`src/verilog/apc_pkg.sv`:
```
// shared constants for the axis position-initialisation command block
package apc_pkg;

  // ----------------------------------------------------------------
  // command word 5 bit positions
  // ----------------------------------------------------------------
  localparam int CMD_HOME_BIT = 0;
  localparam int CMD_SETHOME_BIT = 1;
  localparam int CMD_RETRACT_BIT = 2;

  // ----------------------------------------------------------------
  // float constants and reset values
  // ----------------------------------------------------------------
  localparam logic [31:0] FLT_ONE = 32'h3f800000;
  localparam logic [31:0] FLT_ZERO = 32'h00000000;
  localparam logic [31:0] RAMP_RST = FLT_ONE;
  localparam logic [31:0] SPEED_RST = FLT_ZERO;
  localparam logic [31:0] POS_RST = FLT_ZERO;
  localparam logic [15:0] WORD_RST = 16'h0000;

  // ----------------------------------------------------------------
  // answer codes
  // ----------------------------------------------------------------
  localparam logic [7:0] RSP_OK = 8'h00;
  localparam logic [7:0] RSP_ESTOP = 8'h01;
  localparam logic [7:0] RSP_BUSY = 8'h02;
  localparam logic [7:0] RSP_NOT_HOMED = 8'h03;
  localparam logic [7:0] RSP_BAD_CMD = 8'h04;

  // ----------------------------------------------------------------
  // controller register map (byte offsets)
  // ----------------------------------------------------------------
  localparam logic [5:0] REG_WORD4 = 6'h00;
  localparam logic [5:0] REG_WORD5 = 6'h04;
  localparam logic [5:0] REG_PAR_A = 6'h08;
  localparam logic [5:0] REG_PAR_B = 6'h0c;
  localparam logic [5:0] REG_PAR_C = 6'h10;
  localparam logic [5:0] REG_STATUS = 6'h14;
  localparam logic [5:0] REG_CLEAR = 6'h18;
  localparam logic [5:0] REG_ENABLE = 6'h1c;
  localparam logic [5:0] REG_RESULT = 6'h20;

  // status bit layout
  localparam int ST_OK_BIT = 0;
  localparam int ST_ERR_BIT = 1;
  localparam int ST_WIDTH = 2;

  typedef enum logic [1:0] {
    APC_IDLE,
    APC_STOPPING,
    APC_HOMING
  } apc_state_type;

endpackage : apc_pkg

```
`src/verilog/apc_link_if.sv`:
```
// output-image words and answer path between controller and axis module
`timescale 1ns/1ps
interface apc_link_if;
  logic [15:0] word4;
  logic [15:0] word5;
  logic [31:0] par_a;
  logic [31:0] par_b;
  logic [31:0] par_c;
  logic cmd_stb;
  logic rsp_stb;
  logic [7:0] rsp_code;
  logic homed;

  modport dev (
    input word4, word5, par_a, par_b, par_c, cmd_stb,
    output rsp_stb, rsp_code, homed
  );

  modport ctl (
    output word4, word5, par_a, par_b, par_c, cmd_stb,
    input rsp_stb, rsp_code, homed
  );
endinterface : apc_link_if

```
`src/verilog/apc_dev.sv`:
```
// axis module end: decodes and runs home, set home and set retract commands
`timescale 1ns/1ps
module apc_dev
  import apc_pkg::*;
(
  // clock and reset
  input wire logic clk_sys,
  input wire logic sys_rst,
  input wire logic clk_en,
  // controller link
  apc_link_if.dev lnk,
  // axis state from the motion side
  input wire logic estop,
  input wire logic motion_busy,
  input wire logic [31:0] following_error,
  input wire logic [31:0] max_speed,
  input wire logic home_done,
  input wire logic home_fault,
  input wire logic [7:0] home_fault_code,
  input wire logic retract_req,
  input wire logic offset_load,
  input wire logic [31:0] offset_val,
  // orders to the motion side
  output logic home_start_r,
  output logic home_dir_r,
  output logic [31:0] home_speed_r,
  output logic [31:0] home_ramp_r,
  output logic cancel_r,
  output logic abs_move_ok_r,
  output logic [31:0] cmd_pos_r,
  output logic [31:0] abs_pos_r,
  output logic [31:0] offset_r,
  output logic retract_go_r,
  output logic [31:0] rt_pos_r,
  output logic [31:0] rt_speed_r,
  output logic [31:0] rt_ramp_r
);

  // ----------------------------------------------------------------
  // float helpers
  // ----------------------------------------------------------------
  // magnitude limited to the configured maximum; sign dropped
  function automatic logic [31:0] clamp_mag(input logic [31:0] v, input logic [31:0] lim);
    logic [31:0] m;
    m = {1'b0, v[30:0]};
    clamp_mag = (m[30:0] > lim[30:0]) ? {1'b0, lim[30:0]} : m;
  endfunction : clamp_mag

  // single precision add, truncating, denormals flushed to zero
  function automatic logic [31:0] fadd(input logic [31:0] a, input logic [31:0] b);
    logic [31:0] x;
    logic [31:0] y;
    logic [7:0] d;
    logic [7:0] e;
    logic [24:0] mx;
    logic [24:0] my;
    logic [24:0] s;
    logic done;
    x = (a[30:0] >= b[30:0]) ? a : b;
    y = (a[30:0] >= b[30:0]) ? b : a;
    d = x[30:23] - y[30:23];
    e = x[30:23];
    mx = (x[30:23] == 8'h00) ? 25'h0000000 : {2'b01, x[22:0]};
    my = (y[30:23] == 8'h00) ? 25'h0000000 : {2'b01, y[22:0]};
    my = (d > 8'h18) ? 25'h0000000 : (my >> d);
    s = (x[31] == y[31]) ? (mx + my) : (mx - my);
    done = 1'b0;
    if (s[24]) begin
      s = s >> 1;
      e = e + 8'h01;
    end
    for (int i = 0; i < 24; i++) begin
      if (!done && !s[23] && s != 25'h0000000 && e > 8'h01) begin
        s = s << 1;
        e = e - 8'h01;
      end else begin
        done = 1'b1;
      end
    end
    if (s == 25'h0000000 || x[30:23] == 8'h00) begin
      fadd = (x[30:23] == 8'h00) ? FLT_ZERO : x;
      if (s == 25'h0000000) fadd = FLT_ZERO;
    end else begin
      fadd = {x[31], e, s[22:0]};
    end
  endfunction : fadd

  // ----------------------------------------------------------------
  // command detection
  // ----------------------------------------------------------------
  logic [15:0] last_w5_r;
  logic rt_req_d_r;
  apc_state_type state_r;
  logic new_cmd;
  logic is_home;
  logic is_sethome;
  logic is_retract;
  logic axis_busy;
  logic retract_edge;

  assign new_cmd = lnk.cmd_stb && lnk.word5 != WORD_RST && lnk.word5 != last_w5_r;
  assign is_home = new_cmd && lnk.word4 == WORD_RST && lnk.word5[CMD_HOME_BIT];
  assign is_sethome = new_cmd && lnk.word4 == WORD_RST && !lnk.word5[CMD_HOME_BIT]
                      && lnk.word5[CMD_SETHOME_BIT];
  assign is_retract = new_cmd && lnk.word4 == WORD_RST && lnk.word5[1:0] == 2'b00
                      && lnk.word5[CMD_RETRACT_BIT];
  assign axis_busy = motion_busy || state_r != APC_IDLE;
  assign retract_edge = retract_req && !rt_req_d_r;

  // remembers the last word5 so a repeat is not run twice
  always_ff @(posedge clk_sys) begin
    if (sys_rst) begin
      last_w5_r <= WORD_RST;
      rt_req_d_r <= 1'b0;
    end else if (clk_en) begin
      if (lnk.cmd_stb) last_w5_r <= lnk.word5;
      rt_req_d_r <= retract_req;
    end
  end

  // ----------------------------------------------------------------
  // homing sequencer
  // ----------------------------------------------------------------
  always_ff @(posedge clk_sys) begin
    if (sys_rst) begin
      state_r <= APC_IDLE;
      home_start_r <= 1'b0;
      cancel_r <= 1'b0;
      home_dir_r <= 1'b0;
      home_speed_r <= SPEED_RST;
      home_ramp_r <= RAMP_RST;
    end else if (clk_en) begin
      home_start_r <= 1'b0;
      cancel_r <= 1'b0;
      case (state_r)
        APC_IDLE: begin
          if (is_home && !estop) begin
            home_dir_r <= lnk.par_b[31];
            home_speed_r <= clamp_mag(lnk.par_b, max_speed);
            home_ramp_r <= lnk.par_a;
            if (motion_busy) begin
              cancel_r <= 1'b1;
              state_r <= APC_STOPPING;
            end else begin
              home_start_r <= 1'b1;
              state_r <= APC_HOMING;
            end
          end
        end
        APC_STOPPING: begin
          if (estop) begin
            state_r <= APC_IDLE;
          end else if (!motion_busy) begin
            home_start_r <= 1'b1;
            state_r <= APC_HOMING;
          end
        end
        APC_HOMING: begin
          if (home_fault || home_done || estop) state_r <= APC_IDLE;
        end
        default: state_r <= APC_IDLE;
      endcase
    end
  end

  // ----------------------------------------------------------------
  // position, homed flag and offset
  // ----------------------------------------------------------------
  always_ff @(posedge clk_sys) begin
    if (sys_rst) begin
      abs_move_ok_r <= 1'b0;
      cmd_pos_r <= POS_RST;
      abs_pos_r <= POS_RST;
      offset_r <= POS_RST;
    end else if (clk_en) begin
      if (is_sethome && !estop && !axis_busy) begin
        cmd_pos_r <= lnk.par_a;
        abs_pos_r <= fadd(lnk.par_a, following_error);
        offset_r <= POS_RST;
        abs_move_ok_r <= 1'b1;
      end else if (state_r == APC_HOMING && home_done && !home_fault && !estop) begin
        offset_r <= POS_RST;
        abs_move_ok_r <= 1'b1;
      end else if (home_start_r) begin
        abs_move_ok_r <= 1'b0;
      end else if (offset_load) begin
        offset_r <= offset_val;
      end
    end
  end

  // ----------------------------------------------------------------
  // retract store and trigger
  // ----------------------------------------------------------------
  always_ff @(posedge clk_sys) begin
    if (sys_rst) begin
      rt_pos_r <= POS_RST;
      rt_speed_r <= SPEED_RST;
      rt_ramp_r <= RAMP_RST;
      retract_go_r <= 1'b0;
    end else if (clk_en) begin
      retract_go_r <= retract_edge && abs_move_ok_r && !estop && state_r == APC_IDLE;
      if (is_retract && !estop && !axis_busy && abs_move_ok_r) begin
        rt_ramp_r <= lnk.par_a;
        rt_speed_r <= clamp_mag(lnk.par_b, max_speed);
        rt_pos_r <= lnk.par_c;
      end
    end
  end

  // ----------------------------------------------------------------
  // answers to the controller
  // ----------------------------------------------------------------
  logic rsp_stb_r;
  logic [7:0] rsp_code_r;

  always_ff @(posedge clk_sys) begin
    if (sys_rst) begin
      rsp_stb_r <= 1'b0;
      rsp_code_r <= RSP_OK;
    end else if (clk_en) begin
      rsp_stb_r <= 1'b0;
      if (new_cmd) begin
        rsp_stb_r <= 1'b1;
        if (!is_home && !is_sethome && !is_retract) rsp_code_r <= RSP_BAD_CMD;
        else if (estop) rsp_code_r <= RSP_ESTOP;
        else if (is_home) rsp_stb_r <= 1'b0;
        else if (axis_busy) rsp_code_r <= RSP_BUSY;
        else if (is_retract && !abs_move_ok_r) rsp_code_r <= RSP_NOT_HOMED;
        else rsp_code_r <= RSP_OK;
      end else if (state_r == APC_STOPPING && estop) begin
        rsp_stb_r <= 1'b1;
        rsp_code_r <= RSP_ESTOP;
      end else if (state_r == APC_HOMING && (home_fault || home_done || estop)) begin
        rsp_stb_r <= 1'b1;
        rsp_code_r <= home_fault ? home_fault_code : (estop ? RSP_ESTOP : RSP_OK);
      end
    end
  end

  assign lnk.rsp_stb = rsp_stb_r;
  assign lnk.rsp_code = rsp_code_r;
  assign lnk.homed = abs_move_ok_r;

endmodule : apc_dev

```
`src/flat_wrapper.sv`:
```
// flat-port wrapper written by rule: the top's interface ports become plain ports
module apc_dev_flat import apc_pkg::*;
  (clk_sys, sys_rst, clk_en, estop, motion_busy, following_error, max_speed, home_done, home_fault, home_fault_code, retract_req, offset_load, offset_val, home_start_r, home_dir_r, home_speed_r, home_ramp_r, cancel_r, abs_move_ok_r, cmd_pos_r, abs_pos_r, offset_r, retract_go_r, rt_pos_r, rt_speed_r, rt_ramp_r, lnk_word4, lnk_word5, lnk_par_a, lnk_par_b, lnk_par_c, lnk_cmd_stb, lnk_rsp_stb, lnk_rsp_code, lnk_homed);
  apc_link_if lnk_i ();
  input wire logic clk_sys;
  input wire logic sys_rst;
  input wire logic clk_en;
  input wire logic estop;
  input wire logic motion_busy;
  input wire logic [31:0] following_error;
  input wire logic [31:0] max_speed;
  input wire logic home_done;
  input wire logic home_fault;
  input wire logic [7:0] home_fault_code;
  input wire logic retract_req;
  input wire logic offset_load;
  input wire logic [31:0] offset_val;
  output logic home_start_r;
  output logic home_dir_r;
  output logic [31:0] home_speed_r;
  output logic [31:0] home_ramp_r;
  output logic cancel_r;
  output logic abs_move_ok_r;
  output logic [31:0] cmd_pos_r;
  output logic [31:0] abs_pos_r;
  output logic [31:0] offset_r;
  output logic retract_go_r;
  output logic [31:0] rt_pos_r;
  output logic [31:0] rt_speed_r;
  output logic [31:0] rt_ramp_r;
  input wire logic [$bits(lnk_i.word4)-1:0] lnk_word4;
  input wire logic [$bits(lnk_i.word5)-1:0] lnk_word5;
  input wire logic [$bits(lnk_i.par_a)-1:0] lnk_par_a;
  input wire logic [$bits(lnk_i.par_b)-1:0] lnk_par_b;
  input wire logic [$bits(lnk_i.par_c)-1:0] lnk_par_c;
  input wire logic [$bits(lnk_i.cmd_stb)-1:0] lnk_cmd_stb;
  output wire logic [$bits(lnk_i.rsp_stb)-1:0] lnk_rsp_stb;
  output wire logic [$bits(lnk_i.rsp_code)-1:0] lnk_rsp_code;
  output wire logic [$bits(lnk_i.homed)-1:0] lnk_homed;
  assign lnk_i.word4 = lnk_word4;
  assign lnk_i.word5 = lnk_word5;
  assign lnk_i.par_a = lnk_par_a;
  assign lnk_i.par_b = lnk_par_b;
  assign lnk_i.par_c = lnk_par_c;
  assign lnk_i.cmd_stb = lnk_cmd_stb;
  assign lnk_rsp_stb = lnk_i.rsp_stb;
  assign lnk_rsp_code = lnk_i.rsp_code;
  assign lnk_homed = lnk_i.homed;
  apc_dev u_core (.clk_sys(clk_sys), .sys_rst(sys_rst), .clk_en(clk_en), .lnk(lnk_i), .estop(estop), .motion_busy(motion_busy), .following_error(following_error), .max_speed(max_speed), .home_done(home_done), .home_fault(home_fault), .home_fault_code(home_fault_code), .retract_req(retract_req), .offset_load(offset_load), .offset_val(offset_val), .home_start_r(home_start_r), .home_dir_r(home_dir_r), .home_speed_r(home_speed_r), .home_ramp_r(home_ramp_r), .cancel_r(cancel_r), .abs_move_ok_r(abs_move_ok_r), .cmd_pos_r(cmd_pos_r), .abs_pos_r(abs_pos_r), .offset_r(offset_r), .retract_go_r(retract_go_r), .rt_pos_r(rt_pos_r), .rt_speed_r(rt_speed_r), .rt_ramp_r(rt_ramp_r));
endmodule
```
`config.mk`:
```
export PLATFORM = sky130hd
export DESIGN_NAME = apc_dev_flat
export DESIGN_NICKNAME = d
export VERILOG_FILES = /design/src/verilog/apc_pkg.sv /design/src/verilog/apc_link_if.sv /design/src/verilog/apc_dev.sv /design/src/flat_wrapper.sv
export SDC_FILE = /design/constraint.sdc
export NUM_CORES = 1
export LEC_CHECK = 0
export BUFFER_PORTS_ARGS = -buffer_cell sky130_fd_sc_hd__buf_2
export CORE_MARGIN = 4
export CORE_UTILIZATION = 63
export CTS_CLUSTER_SIZE = 25
export DETAILED_ROUTE_END_ITERATION = 12
export GPL_ROUTABILITY_DRIVEN = 0
export PLACE_DENSITY = 0.87
export SYNTH_ARGS = -nofsm -noshare
export SYNTH_HDL_FRONTEND = slang
export SYNTH_SLANG_ARGS = --single-unit
```
`constraint.sdc`:
```
create_clock -name clk_sys -period 155 [get_ports clk_sys]
set_clock_uncertainty 0.15 [all_clocks]
set_input_delay 31 -clock clk_sys [delete_from_list [all_inputs] [get_ports clk_sys]]
set_output_delay 31 -clock clk_sys [all_outputs]
set_load 0.05 [all_outputs]
```
Word-level counts from Yosys, hierarchy flattened
Index checks and enable logic that the tools add are counted.

Register bits after elaboration: 289. Input bits: 242. Logic and storage cells: 618.

Add/subtract/negate cells: 28. $lt $le $gt $ge: 27. Equality and inequality tests: 9. Shift-type cells: 1. Muxes and demuxes: 335. Reductions and logical operators: 200.

Operators with widths (number): $mux W25 (101); $mux W8 (105); $reduce_bool A25 Y1 (24); $mux W32 (9); $gt A8 B1 Y1 const B (24); $sub A8 B1 Y8 const B (24); $mux W1 (108); $logic_and A1 B1 Y1 (97); $mux W24 (3); $logic_not A1 Y1 (56); $ge A31 B31 Y1 (1); $gt A31 B31 Y1 (1); $mux W31 (1); $add A25 B25 Y25 (1); $logic_not A25 Y1 (1); $shr A25 B8 Y25 (1); $sub A25 B25 Y25 (1); $logic_not A16 Y1 (1); $logic_not A8 Y1 (2); $ne A16 B16 Y1 (1); $reduce_bool A16 Y1 (1); $mux W2 (6); $reduce_and A3 Y1 (3); $reduce_bool A3 Y1 (3); other kinds (17) (25).

Logic depth before layout (Yosys ltp)
Depth in word-level cells: 206. Mapped depth: 247. Mapped depth without buffers: 213.

Worst setup path before layout
OpenSTA, ideal clock, no wires.

Path kind: input to register. Start point: input following_error[28]. End point: register u_core.abs_pos_r[24]. Library setup time: 0.063 ns. Arrival time: 78.158 ns. Data required time: 154.787 ns. Slack: 76.629 ns. Stages on the path: 236. Buffers on the path: 44. Path through: inv_1 > ha_1 > buf_2 > nand4_1 > nor4_1 > o21ai_1 > nand2_2 > buf_6 > clkbuf_1 > clkbuf_1 > buf_1 > mux2i_1 > ha_1 > nor2_1 > o311ai_4 > nand2_4 > buf_2 > buf_1 > [... 200 more ...] > ha_1 > nor2_1 > or4_4 > o21ai_4 > mux2i_1 > inv_1 > ha_1 > nor2_1 > a21oi_1 > a41oi_1 > mux2_2 > ha_1 > nor2_1 > a21oi_1 > mux2i_1 > a21oi_1 > a2111o_1 > nand3_1.

Cells in the longest elaborated chain, start to end: 206. Elaborated cells between the ends (all ways): 500.

Ends and longest elaborated chain: start: declaration (RTL line flat_wrapper.sv:10) `input wire logic [31:0] following_error;`; parallel branches: the longest is 205 deep, another holds $ge A31 B31 Y1; $mux W32 * (RTL line apc_dev.sv:80) `if (s == 25'h0000000 || x[30:23] == 8'h00) begin`; end signal: assignment (RTL line apc_dev.sv:178) `abs_pos_r <= fadd(lnk.par_a, following_error);`; end: declaration (RTL line apc_dev.sv:31) `output logic [31:0] abs_pos_r,`.

Mark *: on every way between the ends. The select of a mux whose other input is x is not followed. A chain may end at the register's enable or synchronous reset.

Final worst setup path
Start point: input lnk_par_a[28]. End point: register u_core.abs_pos_r[25].

Cells in the longest elaborated chain, start to end: 206. Elaborated cells between the ends (all ways): 500.

Ends and longest elaborated chain: start: declaration (RTL line flat_wrapper.sv:33) `input wire logic [$bits(lnk_i.par_a)-1:0] lnk_par_a;`; parallel branches: the longest is 205 deep, another holds $ge A31 B31 Y1; $mux W32 * (RTL line apc_dev.sv:80).

Marks and branches as above.

==> summary.txt <==
Floorplan
  – Die height: 229 µm
  – Die ar.: 52300 µm²
  – Die width: 229 µm
  – # IOs: 513
  – Core area: 47900 µm²
  – Number of core rows: 80
  – Initial Util: 0.641

Setup path
  – WS Path Type: input pin to flop
  – Critical path arrival: 86.92 ns
  – Worst Path Max Fanout: 57
  – Slowest stage cell, crit path: nor4_1
  – Crit-path max cell delay: 1.08 ns
  – CP endpoint kind: flop
  – Most used cell, CP: nor2_1
  – Critical path buffer and inverter count: 12
  – Crit-path leading delay family: simple AND/OR/NAND/NOR gates
  – Worst path required time: 155.31 ns
  – Critical path launch point type: input pin

Global route
  – Met2 Use GR: 0.639
  – Initial antenna violation count: 13
  – Total GRT Usage: 0.412
  – Largest net degree at the start of global routing: 135
  – Number of global-route vias before repair: 33100
  – Met3 Use GR: 0.145
  – Busiest grt layer: met2
  – Met1 Use GR: 0.504
  – First-pass GRT wire length: 178000 µm
  – Total grt overflow: 0

Detailed routing
  – Drt total wl: 116000 µm
  – Vias per cell: 6.78
  – Wire per inst: 21.6 µm
  – Final antenna-violating net count: 0
  – Residual DRC count: 0
  – 1st-pass router iterations: 8
  – Via count: 36500
  – DR iter-0 viols: 4900

Placed design
  – Dpl ws: 70.32 ns
  – Placed cells: 5315
  – Post-DP HPWL: 89300 µm
  – Buffers on Ports: 509
  – Placed cell area: 33300 µm²

Yosys
  – Ys flop type: dfxtp_1
  – Cells after Synth: 4399
  – Avg Cell Area, Syn: 6.98 µm²
  – FF+latch count, synth: 287
  – Synth cell types: 141
  – Largest area contributor in the netlist: dfxtp_1
  – Ranking of synthesized cells by area: dfxtp_1 (19%), nand2_1 (8.9%), a21oi_1 (7.7%)
  – Yosys top cell area share: 0.187
  – Post-synthesis sequential area ratio: 0.187
  – Mapped cell area: 30700 µm²
  – Post-synth EDFFs: 0
  – Synth warn: 0
  – Async SR Flop Fraction: 0

Final layout
  – Commonest non-fill, non-tap cell in the layout: nand2_1
  – Area grow syn2layout: 12.4%
  – Final instance area: 34500 µm²
  – Final Non-Filler Cells: 5383
  – Final net count: 5116
  – Most frequent cells in the layout: nand2_1 (727), buf_2 (508), nor2_1 (483), a21oi_1 (471), dfxtp_1 (287)
  – Filler cells: 3966
  – Share of post-route cells with drive strength above 1: 0.172
  – Final core occ: 0.720

Clocking
  – Hold_buf cts: 0
  – Bufs on Longest Clock Path: 3
  – Max H-tree Level: 2
  – CTS tree: built
  – Cts bufs inserted: 35
  – Clock Pin Slew Worst Setup and Hold Paths: 0.06 ns
  – Clk sinks: 287
  – Clock Latency Late Sink: 0.56 ns
  – CTS root buf: clkbuf_16
  – Post_cts resized: 0
  – # Post-CTS Setup Buffers: 0

Pwr
  – Pwr per Cell Area: 23.5 nW/µm²
  – P_leak: 14.1 nW
  – Total power: 811 µW
  – Max IR drop VDD: 0.0000167 V

STA
  – Final setup fails: 0
  – Slew Limit Fails: 0
  – Peak Freq: 11.5 MHz
  – Fin crit share: 0.559
  – Setup slack after layout: 68.39 ns
  – Final hold slack: 0.298 ns
  – Tightest Pin Transition: 1.21 ns
  – RSZ-0062 raised after global routing: no
  – Final TNS setup: 0 ns
  – Hold Fails Final Rpt: 0
  – Minimum clock period: 86.61 ns
  – Rel. slew slack: 0.184

Flow run
  – Max-cap violation count: 0

Worst hold path
  – Worst Hold Class: flop to flop

Run status
  – Status: finished, final reports clean
==> flip-flops by register name, summed over array words and instances (netlist names) <==
register and count:
u_core.lnk.rsp_stb 1, u_core.last_w5_r 16, u_core.cmd_pos_r 32, u_core.home_dir_r 1, u_core.abs_move_ok_r 1, u_core.offset_r 32, u_core.retract_go_r 1, u_core.rt_pos_r 32
u_core.home_start_r 1, u_core.rt_ramp_r 32, u_core.rt_req_d_r 1, u_core.abs_pos_r 32, u_core.home_ramp_r 32, u_core.state_r 2, u_core.cancel_r 1, u_core.lnk.rsp_code 8
u_core.rt_speed_r 31, u_core.home_speed_r 31
==> power breakdown <==
part | internal, mW | switching [mW] | total [mW]
Clock | 0.0506 | 0.0348 | 0.0855
Sequential | 0.0744 | 0.000379 | 0.0748
Combinational | 0.220 | 0.430 | 0.650
Total | 0.345 | 0.465 | 0.811
==> tightest hold or removal path: cells and delay by family, from the launching register on <==
kind / cells / cell delay, ns
flip-flops: 1 / 0.32
AND/OR/NAND/NOR: 2 / 0.10
==> area by class of cell <==
class / instances / area (µm²) / share of cell area
Multi-Input combinational cell: 3735 / 23500 / 0.680
Inverter: 133 / 500 / 0.0145
Sequential cell: 287 / 5750 / 0.166
Antenna cell: 6 / 15.0 / 0.000435
Clock buffer: 44 / 950 / 0.0275
Tap cell: 615 / 769 / 0.0223
Clock inverter: 18 / 225 / 0.00653
Timing Repair Buffer: 545 / 2830 / 0.0819
==> synth_stat cells, types with 40 or more instances <==
master and number:
nor3_1 88, ha_1 136, mux2_2 43, a21o_1 40, mux2i_1 128, nor2_1 486, and2_1 44, a21oi_1 471
dfxtp_1 287, nand2_1 728, o21ai_0 196, nand4_1 82, clkbuf_1 176, o211ai_1 46, xnor2_1 104, and3_1 50
nor4_1 44, a22oi_1 45, inv_1 130, nand3_1 113, a31oi_1 43, a211oi_1 113
==> layer usage <==
layer / routed length, µm / vias up
li1: - / 16800
met1: 42800 / 16800
met2: 49500 / 2421
met3: 16500 / 472
met4: 7380 / 14
met5: 72 / -
==> kinds of logic (layout without fill, tap and decap cells) <==
| kind of cell | count (synthesis) | count (layout) | synth area share |
|---|---|---|---|
| other | 1 | 8 | 0.000122 |
| AND/OR/NAND/NOR | 1882 | 1882 | 0.289 |
| flip-flops | 287 | 287 | 0.187 |
| multiplexers | 196 | 196 | 0.0716 |
| adder cells (fa/ha/maj) | 137 | 137 | 0.0561 |
| buffers and inverters | 378 | 740 | 0.0504 |
| AO/OA/AOI/OAI | 1378 | 1378 | 0.304 |
| XOR/XNOR | 140 | 140 | 0.0418 |
==> final timing paths <==
| kind | start | to | slack (ns) | depth (start not counted) |
|---|---|---|---|---|
| worst max-delay path | lnk_par_a[28] | u_core.abs_pos_r[25]$_SDFFE_PP0P_ | 68.39 | 192 |
| worst min-delay path | u_core.abs_pos_r[29]$_SDFFE_PP0P_ | u_core.abs_pos_r[29]$_SDFFE_PP0P_ | 0.30 | 2 |
| worst max register to register | u_core.last_w5_r[4]$_SDFFE_PP0P_ | u_core.abs_pos_r[29]$_SDFFE_PP0P_ | 150.83 | 14 |
| worst min register to register | u_core.abs_pos_r[29]$_SDFFE_PP0P_ | u_core.abs_pos_r[29]$_SDFFE_PP0P_ | 0.30 | 2 |
(Power assumes the default switching activity.)
